## src/pmic_ctl_consts.svh

```systemverilog
// Register offsets, field positions, reset values and timings in nanoseconds of the control-pin block
`ifndef PMIC_CTL_CONSTS_SVH
`define PMIC_CTL_CONSTS_SVH

`define CLK_FREQ_HZ 40000000
// Register word byte addresses
`define REG_CTRL 8'h00
`define REG_STATUS 8'h04
`define REG_IRQ_LATCH 8'h08
`define REG_IRQ_MASK 8'h0C
`define REG_MON_SELECT 8'h10
`define REG_OTP 8'h14
// Control register fields
`define CTRL_STBY_INV 0
`define CTRL_IRQ_TEST 1
`define CTRL_WD_STBY_EN 2
`define CTRL_RUN_LEVEL 3
`define CTRL_STBY_LEVEL 4
`define CTRL_OVLO_SDWN 5
// Interrupt latch fields
`define IRQ_EXT 0
`define IRQ_EARLY_WARNING_OUT 1
`define IRQ_OV 2
`define IRQ_UV 3
`define IRQ_WD 4
`define IRQ_COUNT 5
// Strap/fuse register fields
`define OTP_WD_EDGE 0
`define OTP_WD_TYPE 1
`define OTP_WD_STBY 2
`define OTP_PG_MODE 3
`define OTP_EW_TIME 4
// Reset values
`define MASK_RESET 5'h1F
`define MON_SELECT_RESET 11'h7FF
// Timing, in nanoseconds
`define IRQ_TEST_NS 100000
`define WD_DEBOUNCE_NS 10000
`define EW_T0_NS 100000
`define EW_T1_NS 5000000
`define EW_T2_NS 20000000
`define EW_T3_NS 50000000
`define NS_TO_CYC(ns) ((ns) / (1000000000 / `CLK_FREQ_HZ))

`endif

```

## src/pmic_ctl_pkg.sv

```systemverilog
// Types shared by the control-pin block
package pmic_ctl_pkg;
    typedef enum logic [2:0] {
        ST_OFF,
        ST_POWER_UP,
        ST_RUN,
        ST_STANDBY,
        ST_WARN,
        ST_POWER_DOWN
    } sys_state_t;
endpackage

```

## src/pmic_control_pin_logic.sv

```systemverilog
// Control-pin logic of the power manager: standby, resets, interrupts, watchdog, early warning, power good
//
// Functional notes
// - Standby is pin level XOR polarity invert
// - Release processor reset at its power-up slot
// - Reset held released on; low at power-down
// - Interrupt pin low on any unmasked latch
// - Write one clears latch; pin then releases
// - Test bit pulses interrupt 100 us, self-clears
// - External input falling edge sets its latch
// - External status bit shows live pin level
// - Watchdog ignored until processor reset released
// - Watchdog edge chosen by edge-select fuse
// - Watchdog edge debounced for 10 us
// - Reset-type fuse picks hard or soft reset
// - Standby watchdog only when enable bit set
// - Early warning leads shutdown by selected time
// - Warning triggers: timer, count, thermal, overvoltage
// - Warning sets latch; low in off modes
// - Warning also on supply warning comparator
// - Mode zero: pin follows run/standby level
// - Level bits load one if sequenced, else zero
// - Mode one: pin is AND of selected monitors
// - Selected OV/UV latches interrupt; pin follows monitor good
// - Pin held low until reset release point
`timescale 1ns/1ps
`include "pmic_ctl_consts.svh"

module pmic_control_pin_logic
    import pmic_ctl_pkg::*;
#(
    parameter int NUM_MON = 11,
    parameter int EW_T1_CYC = `NS_TO_CYC(`EW_T1_NS),
    parameter int EW_T2_CYC = `NS_TO_CYC(`EW_T2_NS),
    parameter int EW_T3_CYC = `NS_TO_CYC(`EW_T3_NS)
) (
    input wire logic clk_i,
    input wire logic rst_i,
    // Wishbone slave
    input wire logic wb_cyc_i,
    input wire logic wb_stb_i,
    input wire logic wb_we_i,
    input wire logic [7:0] wb_adr_i,
    input wire logic [31:0] wb_dat_i,
    input wire logic [3:0] wb_sel_i,
    output logic [31:0] wb_dat_o,
    output logic wb_ack_o,
    // Pins
    input wire logic standby_pin_i,
    input wire logic external_irq_in_n_i,
    input wire logic watchdog_input_i,
    output logic processor_reset_out_n_o,
    output logic processor_reset_out_n_oe_o,
    output logic interrupt_out_n_o,
    output logic interrupt_out_n_oe_o,
    output logic early_warning_out_o,
    output logic power_good_pin_o,
    output logic power_good_pin_oe_o,
    // Sequencer and fault sources
    input wire logic power_up_req_i,
    input wire logic power_down_req_i,
    input wire logic [7:0] seq_slot_i,
    input wire logic [7:0] reset_release_slot_i,
    input wire logic [7:0] good_pin_sequence_slot_i,
    input wire logic [1:0] sequence_time_base_i,
    input wire logic fault_timer_expired_i,
    input wire logic [3:0] regulator_fault_count_i,
    input wire logic [3:0] regulator_fault_limit_i,
    input wire logic thermal_shutdown_i,
    input wire logic input_overvolt_i,
    input wire logic supply_warning_i,
    input wire logic [NUM_MON-1:0] monitor_good_i,
    input wire logic [NUM_MON-1:0] overvoltage_status_i,
    input wire logic [NUM_MON-1:0] undervoltage_status_i,
    // Fuse values
    input wire logic watchdog_edge_select_i,
    input wire logic watchdog_reset_type_i,
    input wire logic watchdog_standby_default_i,
    input wire logic power_good_mode_select_i,
    input wire logic [1:0] early_warning_lead_time_i,
    // Outputs to the rest of the device
    output logic standby_mode_o,
    output logic wd_hard_reset_o,
    output logic wd_soft_reset_o,
    output logic power_down_go_o
);

    localparam int IRQ_TEST_CYC = `NS_TO_CYC(`IRQ_TEST_NS);
    localparam int WD_DEB_CYC = `NS_TO_CYC(`WD_DEBOUNCE_NS);
    localparam int EW_T0_CYC = `NS_TO_CYC(`EW_T0_NS);
    localparam int CW = 21;

    // Word decode shared by read and write paths
    function automatic logic hit(input logic [7:0] adr, input logic [7:0] reg_adr);
        return adr == reg_adr;
    endfunction

    // ----------------------------------------------------------------
    // Input synchronisers
    // ----------------------------------------------------------------
    logic [2:0] sync1_q;
    logic [2:0] sync2_q;
    logic standby_sync;
    logic ext_sync;
    logic wd_sync;

    // Two flops per pin before anything looks at them
    always_ff @(posedge clk_i) begin
        if (rst_i) begin
            sync1_q <= 3'h7;
            sync2_q <= 3'h7;
        end else begin
            sync1_q <= {watchdog_input_i, external_irq_in_n_i, standby_pin_i};
            sync2_q <= sync1_q;
        end
    end
    assign standby_sync = sync2_q[0];
    assign ext_sync = sync2_q[1];
    assign wd_sync = sync2_q[2];

    // ----------------------------------------------------------------
    // Registers
    // ----------------------------------------------------------------
    logic [5:0] ctrl_q;
    logic [`IRQ_COUNT-1:0] latch_q;
    logic [`IRQ_COUNT-1:0] mask_q;
    logic [NUM_MON-1:0] mon_sel_q;
    logic wr_en;
    logic [`IRQ_COUNT-1:0] irq_set;
    logic [`IRQ_COUNT-1:0] irq_clr;
    logic loaded_q;
    logic test_done;
    sys_state_t state_q;

    assign wr_en = wb_cyc_i && wb_stb_i && wb_we_i && !wb_ack_o && wb_sel_i[0];
    assign irq_clr = (wr_en && hit(wb_adr_i, `REG_IRQ_LATCH)) ? wb_dat_i[`IRQ_COUNT-1:0] : '0;

    // Control bits; level bits load from sequencing fuses once after reset
    always_ff @(posedge clk_i) begin
        if (rst_i) begin
            ctrl_q <= 6'h00;
            loaded_q <= 1'b0;
        end else begin
            if (!loaded_q) begin
                loaded_q <= 1'b1;
                ctrl_q[`CTRL_WD_STBY_EN] <= watchdog_standby_default_i;
                ctrl_q[`CTRL_RUN_LEVEL] <= (good_pin_sequence_slot_i != 8'h00);
                ctrl_q[`CTRL_STBY_LEVEL] <= (good_pin_sequence_slot_i != 8'h00);
            end else if (wr_en && hit(wb_adr_i, `REG_CTRL)) begin
                ctrl_q <= wb_dat_i[5:0];
            end else if (test_done) begin
                ctrl_q[`CTRL_IRQ_TEST] <= 1'b0;
            end
        end
    end

    // Mask and monitor select
    always_ff @(posedge clk_i) begin
        if (rst_i) begin
            mask_q <= `MASK_RESET;
            mon_sel_q <= NUM_MON'(`MON_SELECT_RESET);
        end else if (wr_en) begin
            if (hit(wb_adr_i, `REG_IRQ_MASK)) mask_q <= wb_dat_i[`IRQ_COUNT-1:0];
            if (hit(wb_adr_i, `REG_MON_SELECT)) mon_sel_q <= wb_dat_i[NUM_MON-1:0];
        end
    end

    // Sticky latches: a set in the clear cycle wins
    always_ff @(posedge clk_i) begin
        if (rst_i) begin
            latch_q <= '0;
        end else begin
            latch_q <= (latch_q & ~irq_clr) | irq_set;
        end
    end

    // Bus answer one cycle after the request; unmapped reads return zero
    always_ff @(posedge clk_i) begin
        if (rst_i) begin
            wb_ack_o <= 1'b0;
            wb_dat_o <= 32'h0000_0000;
        end else begin
            wb_ack_o <= wb_cyc_i && wb_stb_i && !wb_ack_o;
            wb_dat_o <= 32'h0000_0000;
            if (hit(wb_adr_i, `REG_CTRL)) wb_dat_o <= {26'h0, ctrl_q};
            if (hit(wb_adr_i, `REG_STATUS)) wb_dat_o <= {25'h0, state_q, early_warning_out_o,
                processor_reset_out_n_o, standby_mode_o, ext_sync};
            if (hit(wb_adr_i, `REG_IRQ_LATCH)) wb_dat_o <= {27'h0, latch_q};
            if (hit(wb_adr_i, `REG_IRQ_MASK)) wb_dat_o <= {27'h0, mask_q};
            if (hit(wb_adr_i, `REG_MON_SELECT)) wb_dat_o <= {{(32 - NUM_MON){1'b0}}, mon_sel_q};
            if (hit(wb_adr_i, `REG_OTP)) wb_dat_o <= {26'h0, early_warning_lead_time_i,
                power_good_mode_select_i, watchdog_standby_default_i, watchdog_reset_type_i,
                watchdog_edge_select_i};
        end
    end

    // ----------------------------------------------------------------
    // System state
    // ----------------------------------------------------------------
    logic ew_trigger;
    logic ew_done;
    logic standby_eff;
    logic [CW-1:0] ew_cnt_q;
    logic [CW-1:0] ew_len;

    assign standby_eff = standby_sync ^ ctrl_q[`CTRL_STBY_INV];
    assign ew_trigger = fault_timer_expired_i || thermal_shutdown_i || supply_warning_i
        || (regulator_fault_count_i == regulator_fault_limit_i)
        || (input_overvolt_i && ctrl_q[`CTRL_OVLO_SDWN]);

    always_ff @(posedge clk_i) begin
        if (rst_i) begin
            state_q <= ST_OFF;
        end else begin
            unique case (state_q)
                ST_OFF: if (power_up_req_i) state_q <= ST_POWER_UP;
                ST_POWER_UP: if (seq_slot_i >= reset_release_slot_i) state_q <= ST_RUN;
                ST_RUN, ST_STANDBY: begin
                    if (ew_trigger) state_q <= ST_WARN;
                    else if (power_down_req_i) state_q <= ST_POWER_DOWN;
                    else state_q <= standby_eff ? ST_STANDBY : ST_RUN;
                end
                ST_WARN: if (ew_done) state_q <= ST_POWER_DOWN;
                ST_POWER_DOWN: state_q <= ST_OFF;
            endcase
        end
    end

    // Lead time of the early warning
    always_comb begin
        unique case (early_warning_lead_time_i)
            2'b00: ew_len = CW'(EW_T0_CYC);
            2'b01: ew_len = CW'(EW_T1_CYC);
            2'b10: ew_len = CW'(EW_T2_CYC);
            default: ew_len = CW'(EW_T3_CYC);
        endcase
    end
    assign ew_done = (ew_cnt_q >= ew_len - CW'(1));

    always_ff @(posedge clk_i) begin
        if (rst_i || state_q != ST_WARN) ew_cnt_q <= '0;
        else ew_cnt_q <= ew_cnt_q + CW'(1);
    end

    // Pins driven from state; warning is low outside the warning phase
    always_ff @(posedge clk_i) begin
        if (rst_i) begin
            early_warning_out_o <= 1'b0;
            processor_reset_out_n_o <= 1'b0;
            standby_mode_o <= 1'b0;
            power_down_go_o <= 1'b0;
        end else begin
            early_warning_out_o <= (state_q == ST_WARN);
            processor_reset_out_n_o <= (state_q == ST_RUN || state_q == ST_STANDBY
                || state_q == ST_WARN);
            standby_mode_o <= (state_q == ST_STANDBY);
            power_down_go_o <= (state_q == ST_POWER_DOWN);
        end
    end
    assign processor_reset_out_n_oe_o = !processor_reset_out_n_o;

    // ----------------------------------------------------------------
    // Watchdog input
    // ----------------------------------------------------------------
    logic wd_stable_q;
    logic wd_cand;
    logic [9:0] wd_cnt_q;
    logic wd_event;
    logic wd_allowed;

    assign wd_cand = wd_sync ^ ~watchdog_edge_select_i; // High means asserted level
    assign wd_allowed = processor_reset_out_n_o
        && (state_q != ST_STANDBY || ctrl_q[`CTRL_WD_STBY_EN]);

    // Asserted level must hold the full debounce time before it counts
    always_ff @(posedge clk_i) begin
        if (rst_i) begin
            wd_cnt_q <= '0;
            wd_stable_q <= 1'b1;
        end else if (wd_cand == wd_stable_q) begin
            wd_cnt_q <= '0;
        end else if (wd_cnt_q >= 10'(WD_DEB_CYC - 1)) begin
            wd_cnt_q <= '0;
            wd_stable_q <= wd_cand;
        end else begin
            wd_cnt_q <= wd_cnt_q + 10'd1;
        end
    end
    assign wd_event = wd_cand && !wd_stable_q && (wd_cnt_q >= 10'(WD_DEB_CYC - 1)) && wd_allowed;

    always_ff @(posedge clk_i) begin
        if (rst_i) begin
            wd_hard_reset_o <= 1'b0;
            wd_soft_reset_o <= 1'b0;
        end else begin
            wd_hard_reset_o <= wd_event && watchdog_reset_type_i;
            wd_soft_reset_o <= wd_event && !watchdog_reset_type_i;
        end
    end

    // ----------------------------------------------------------------
    // Interrupt sources and pin
    // ----------------------------------------------------------------
    logic ext_prev_q;
    logic ew_prev_q;
    logic pg_armed;
    logic [12:0] test_cnt_q;

    always_ff @(posedge clk_i) begin
        if (rst_i) begin
            ext_prev_q <= 1'b1;
            ew_prev_q <= 1'b0;
        end else begin
            ext_prev_q <= ext_sync;
            ew_prev_q <= early_warning_out_o;
        end
    end

    assign irq_set[`IRQ_EXT] = ext_prev_q && !ext_sync;
    assign irq_set[`IRQ_EARLY_WARNING_OUT] = early_warning_out_o && !ew_prev_q;
    assign irq_set[`IRQ_OV] = pg_armed && |(overvoltage_status_i & mon_sel_q);
    assign irq_set[`IRQ_UV] = pg_armed && |(undervoltage_status_i & mon_sel_q);
    assign irq_set[`IRQ_WD] = wd_event;

    // Test pulse timer
    always_ff @(posedge clk_i) begin
        if (rst_i || !ctrl_q[`CTRL_IRQ_TEST]) test_cnt_q <= '0;
        else if (!test_done) test_cnt_q <= test_cnt_q + 13'd1;
    end
    assign test_done = ctrl_q[`CTRL_IRQ_TEST] && test_cnt_q >= 13'(IRQ_TEST_CYC - 1);

    always_ff @(posedge clk_i) begin
        if (rst_i) interrupt_out_n_o <= 1'b1;
        else interrupt_out_n_o <= !(|(latch_q & ~mask_q) || ctrl_q[`CTRL_IRQ_TEST]);
    end
    assign interrupt_out_n_oe_o = !interrupt_out_n_o;

    // ----------------------------------------------------------------
    // Power-good pin
    // ----------------------------------------------------------------
    assign pg_armed = processor_reset_out_n_o;

    always_ff @(posedge clk_i) begin
        if (rst_i) begin
            power_good_pin_o <= 1'b0;
        end else if (power_good_mode_select_i) begin
            power_good_pin_o <= pg_armed && &(monitor_good_i | ~mon_sel_q);
        end else begin
            unique case (state_q)
                ST_RUN, ST_WARN: power_good_pin_o <= ctrl_q[`CTRL_RUN_LEVEL];
                ST_STANDBY: power_good_pin_o <= ctrl_q[`CTRL_STBY_LEVEL];
                default: power_good_pin_o <= 1'b0;
            endcase
        end
    end
    assign power_good_pin_oe_o = !power_good_pin_o;

endmodule // pmic_control_pin_logic

```

## config.mk

```make
export PLATFORM = sky130hd
export DESIGN_NAME = pmic_control_pin_logic
export DESIGN_NICKNAME = d
export VERILOG_FILES = /design/src/pmic_ctl_pkg.sv /design/src/pmic_control_pin_logic.sv
export VERILOG_INCLUDE_DIRS = /design/src
export SDC_FILE = /design/constraint.sdc
export NUM_CORES = 1
export LEC_CHECK = 0
export BUFFER_PORTS_ARGS = -buffer_cell sky130_fd_sc_hd__buf_2
export CORE_UTILIZATION = 51
export DETAILED_ROUTE_END_ITERATION = 12
export PLACE_DENSITY = 0.83
export SETUP_SLACK_MARGIN = 0.02
export SLEW_MARGIN = 20
export SYNTH_ARGS = -nofsm -noshare
export SYNTH_HDL_FRONTEND = slang
export SYNTH_SLANG_ARGS = --single-unit
export TNS_END_PERCENT = 30
```

## constraint.sdc

```tcl
create_clock -name clk_i -period 2.7 [get_ports clk_i]
set_input_delay 0.54 -clock clk_i [delete_from_list [all_inputs] [get_ports clk_i]]
set_output_delay 0.54 -clock clk_i [all_outputs]
set_load 0.02 [all_outputs]
```

==> impl_metrics.ini <==
[outcome]
status = complete, no violations

[critical_path]
crit_type = primary input to flop
rrSetupSlack_ps = 640
end_kind = flop
critical_path_arrival_ps = 2490
start_kind = primary input
path_max_fanout = 4
cp_data_required_time_ps = 3010

[timing]
hold_viol_final = 0
min_period_over_period_pct = 80.88
tightest_slew_ps = 697.6
max_slew_margin_pct = 52.29
finalMaxSlewViolations = 0
fmaxAchievable_mhz = 457.9
period_needed_ps = 2184
setup_violations = 0
skew_ps = 11.36
setup_tns_ps = 0
rsz0062_at_grt = false

[routing]
vias = 4766
drtIter0Drc = 203
drc = 0
drt_wl_total_um = 12700
avgViaCountPerCell = 5.497
drt_first_pass_iters = 6
drt-wirelength-per-cell_um = 14.65
ant_nets = 0

[cells_and_area]
antennaDiodeCount = 0
final_nets = 888
fin_area_mm2 = 0.006141
postLayoutCoreUtil_pct = 62.25
final.fill_count = 844
area_growth_pct = 17.67
drive_gt1_share_pct = 24.25

[clock_tree]
post_cts_resized = 0
numCtsBuffers = 9
cts_tree = built
clockBufferDepth = 2
cts_setup_buffers = 0
htree_levels = 3
clkSinkCount = 104
clk_pin_slew_ps = 100
root_buffer = clkbuf_8
clock_latency_ps = 380
cts_hold_buf = 0

[grt]
overflow = 0
grt_max_degree = 34
grt_pass1_vias = 4459
grt_busiest_layer = met2
gr-usage-met2_pct = 41.64
grt_antenna_before_repair = 0
grtUsageMet3_pct = 5.492
gr-usage-met1_pct = 28.61
grt_pass1_wl_um = 19930
grt_usage_pct = 24.14

[pwr]
irDropWorstVdd_v = 0.0002422
internal_power_mw = 2.142
p_sw_mw = 0.8420
finalPower_mw = 2.984
power.density_mw_per_mm2 = 485.9
leakage_nw = 2.702
clockPowerShare_pct = 30.6
switching_share_pct = 28.22
combPwrFrac_pct = 14.9
p_seq_share_pct = 54.5

[floorplan]
core_area_mm2 = 0.009864
start_util_pct = 52.90
rows = 36
dieWidth_um = 103.2
ios = 175
die_h_um = 103.2
die-area_mm2 = 0.01064

[logic_synthesis]
synth_area_leaders = dfxtp_1 40%, ha_1 6.7%, nor2_1 4.7%, nand2_1 4.0%, xor2_1 3.7%
synth-seq-cells = 104
yosys_warnings = 0
ys_top_cells_by_count = 104 x dfxtp_1, 66 x nor2_1, 55 x nand2_1, 35 x inv_1, 28 x ha_1
synth-seq-area-share_pct = 39.89
synth_ff_type = dfxtp_1
synthCells = 598
syn-cell-area_mm2 = 0.005219
syn_area_per_cell_um2 = 8.727
synthMuxAreaShare_pct = 3.788
synthAdderAreaFrac_pct = 6.713
synth_top_family_by_area = simple AND/OR/NAND/NOR gates
async_reset_ff_share_pct = 0
synth-xor-area-share_pct = 6.377
synth_compound_area_share_pct = 14.03
netlist.area_leader.share_pct = 39.89
ys_types = 64
synth_enable_flop_cells = 0
synthSimpleGateAreaFrac_pct = 21.91
yosysMostFrequentCell = dfxtp_1
yosysTopAreaCell = dfxtp_1

[placement]
port_buffers = 127
dpl-instance-area_mm2 = 0.005959
place.gp.congestion = 0.8771
dp_hpwl_um = 9972

[worst_hold_path]
min_path_type = primary input to flop

[run]
max_cap_viol_count = 0
[worst max-delay path, cell delays in order]
cell and delay [ps]:
buf_2 130, inv_1 70, nand2_1 90, ha_1 220, ha_1 310, nand4_1 120, nand4b_1 120, a21oi_1 170
nand4_1 90, o311ai_0 280, buf_4 180, mux2i_1 160
[cells in the final DEF (no fill, tap or decap), types with 10 or more instances in the layout]
cell	n
buf_4	13
xor2_1	22
ha_1	28
a31oi_1	10
conb_1	23
nand3_1	26
mux2i_1	13
nor2_1	66
dfxtp_1	104
buf_2	127
a21oi_1	24
inv_1	35
xnor2_1	16
nand2_1	55
nand4_1	14
clkbuf_8	10
[power groups by stage]
stage                     logic, mW  clock network, mW  registers (mW)
after floorplan               0.309                  0            1.63
after global placement        0.431                  0            1.66
after detailed placement      0.442                  0            1.66
after CTS                     0.444              0.925            1.63
final                         0.444              0.914            1.63
after global routing          0.495              0.992            1.63
[worst paths after layout]
check,depth (start not counted),from,end
min,2,standby_pin_i,sync1_q[0]
max,12,early_warning_lead_time_i[0],state_q[0]
max reg2reg,6,wd_cnt_q[0],wd_cnt_q[8]
min reg2reg,1,sync1_q[1],sync2_q[1]
[area by class of cell]
cell class,count,area (um^2),area share (%)
clock buffer,11,141.4,2.302
tap,133,166.4,2.710
clock inverter,5,40.04,0.6520
multi-input combinational,438,2843,46.29
sequential,104,2082,33.90
timing repair buffer,140,733.2,11.94
inverter,36,135.1,2.200
[cells by family after synthesis]
kind of cell | Yosys count
compound gates | 104
xor+xnor | 38
fa+ha+maj | 28
buf+inv | 78
flops | 104
mux | 18
other cells | 1
simple gates | 227
[state kept, by name, indices dropped and copies added, names as in the netlist, 3 cells and up]
register / cells
ew_cnt_q: 21
test_cnt_q: 13
mon_sel_q: 11
wb_dat_o: 11
wd_cnt_q: 10
ctrl_q: 6
latch_q: 5
mask_q: 5
state_q: 3
sync1_q: 3
sync2_q: 3
[metrics by stage]
stage / hold slack, ps / std cells / setup slack, ps
after global routing: 346.8 / 867 / 267.0
after global placement: 400.8 / 851 / 214.6
after CTS: 332.3 / 867 / 544.0
final: 343.1 / 867 / 516.1
after floorplan: 389.5 / 620 / 376.2
after detailed placement: 397.2 / 851 / 154.5
[metal layers]
| metal | vias up | part of all wire, % |
|---|---|---|
| met5 | - | 0 |
| met1 | 2215 | 41 |
| met4 | 0 | 2.4 |
| met2 | 182 | 50 |
| met3 | 33 | 6.5 |
| li1 | 2336 | - |
Note: power is estimated with default switching activity, not from simulation.
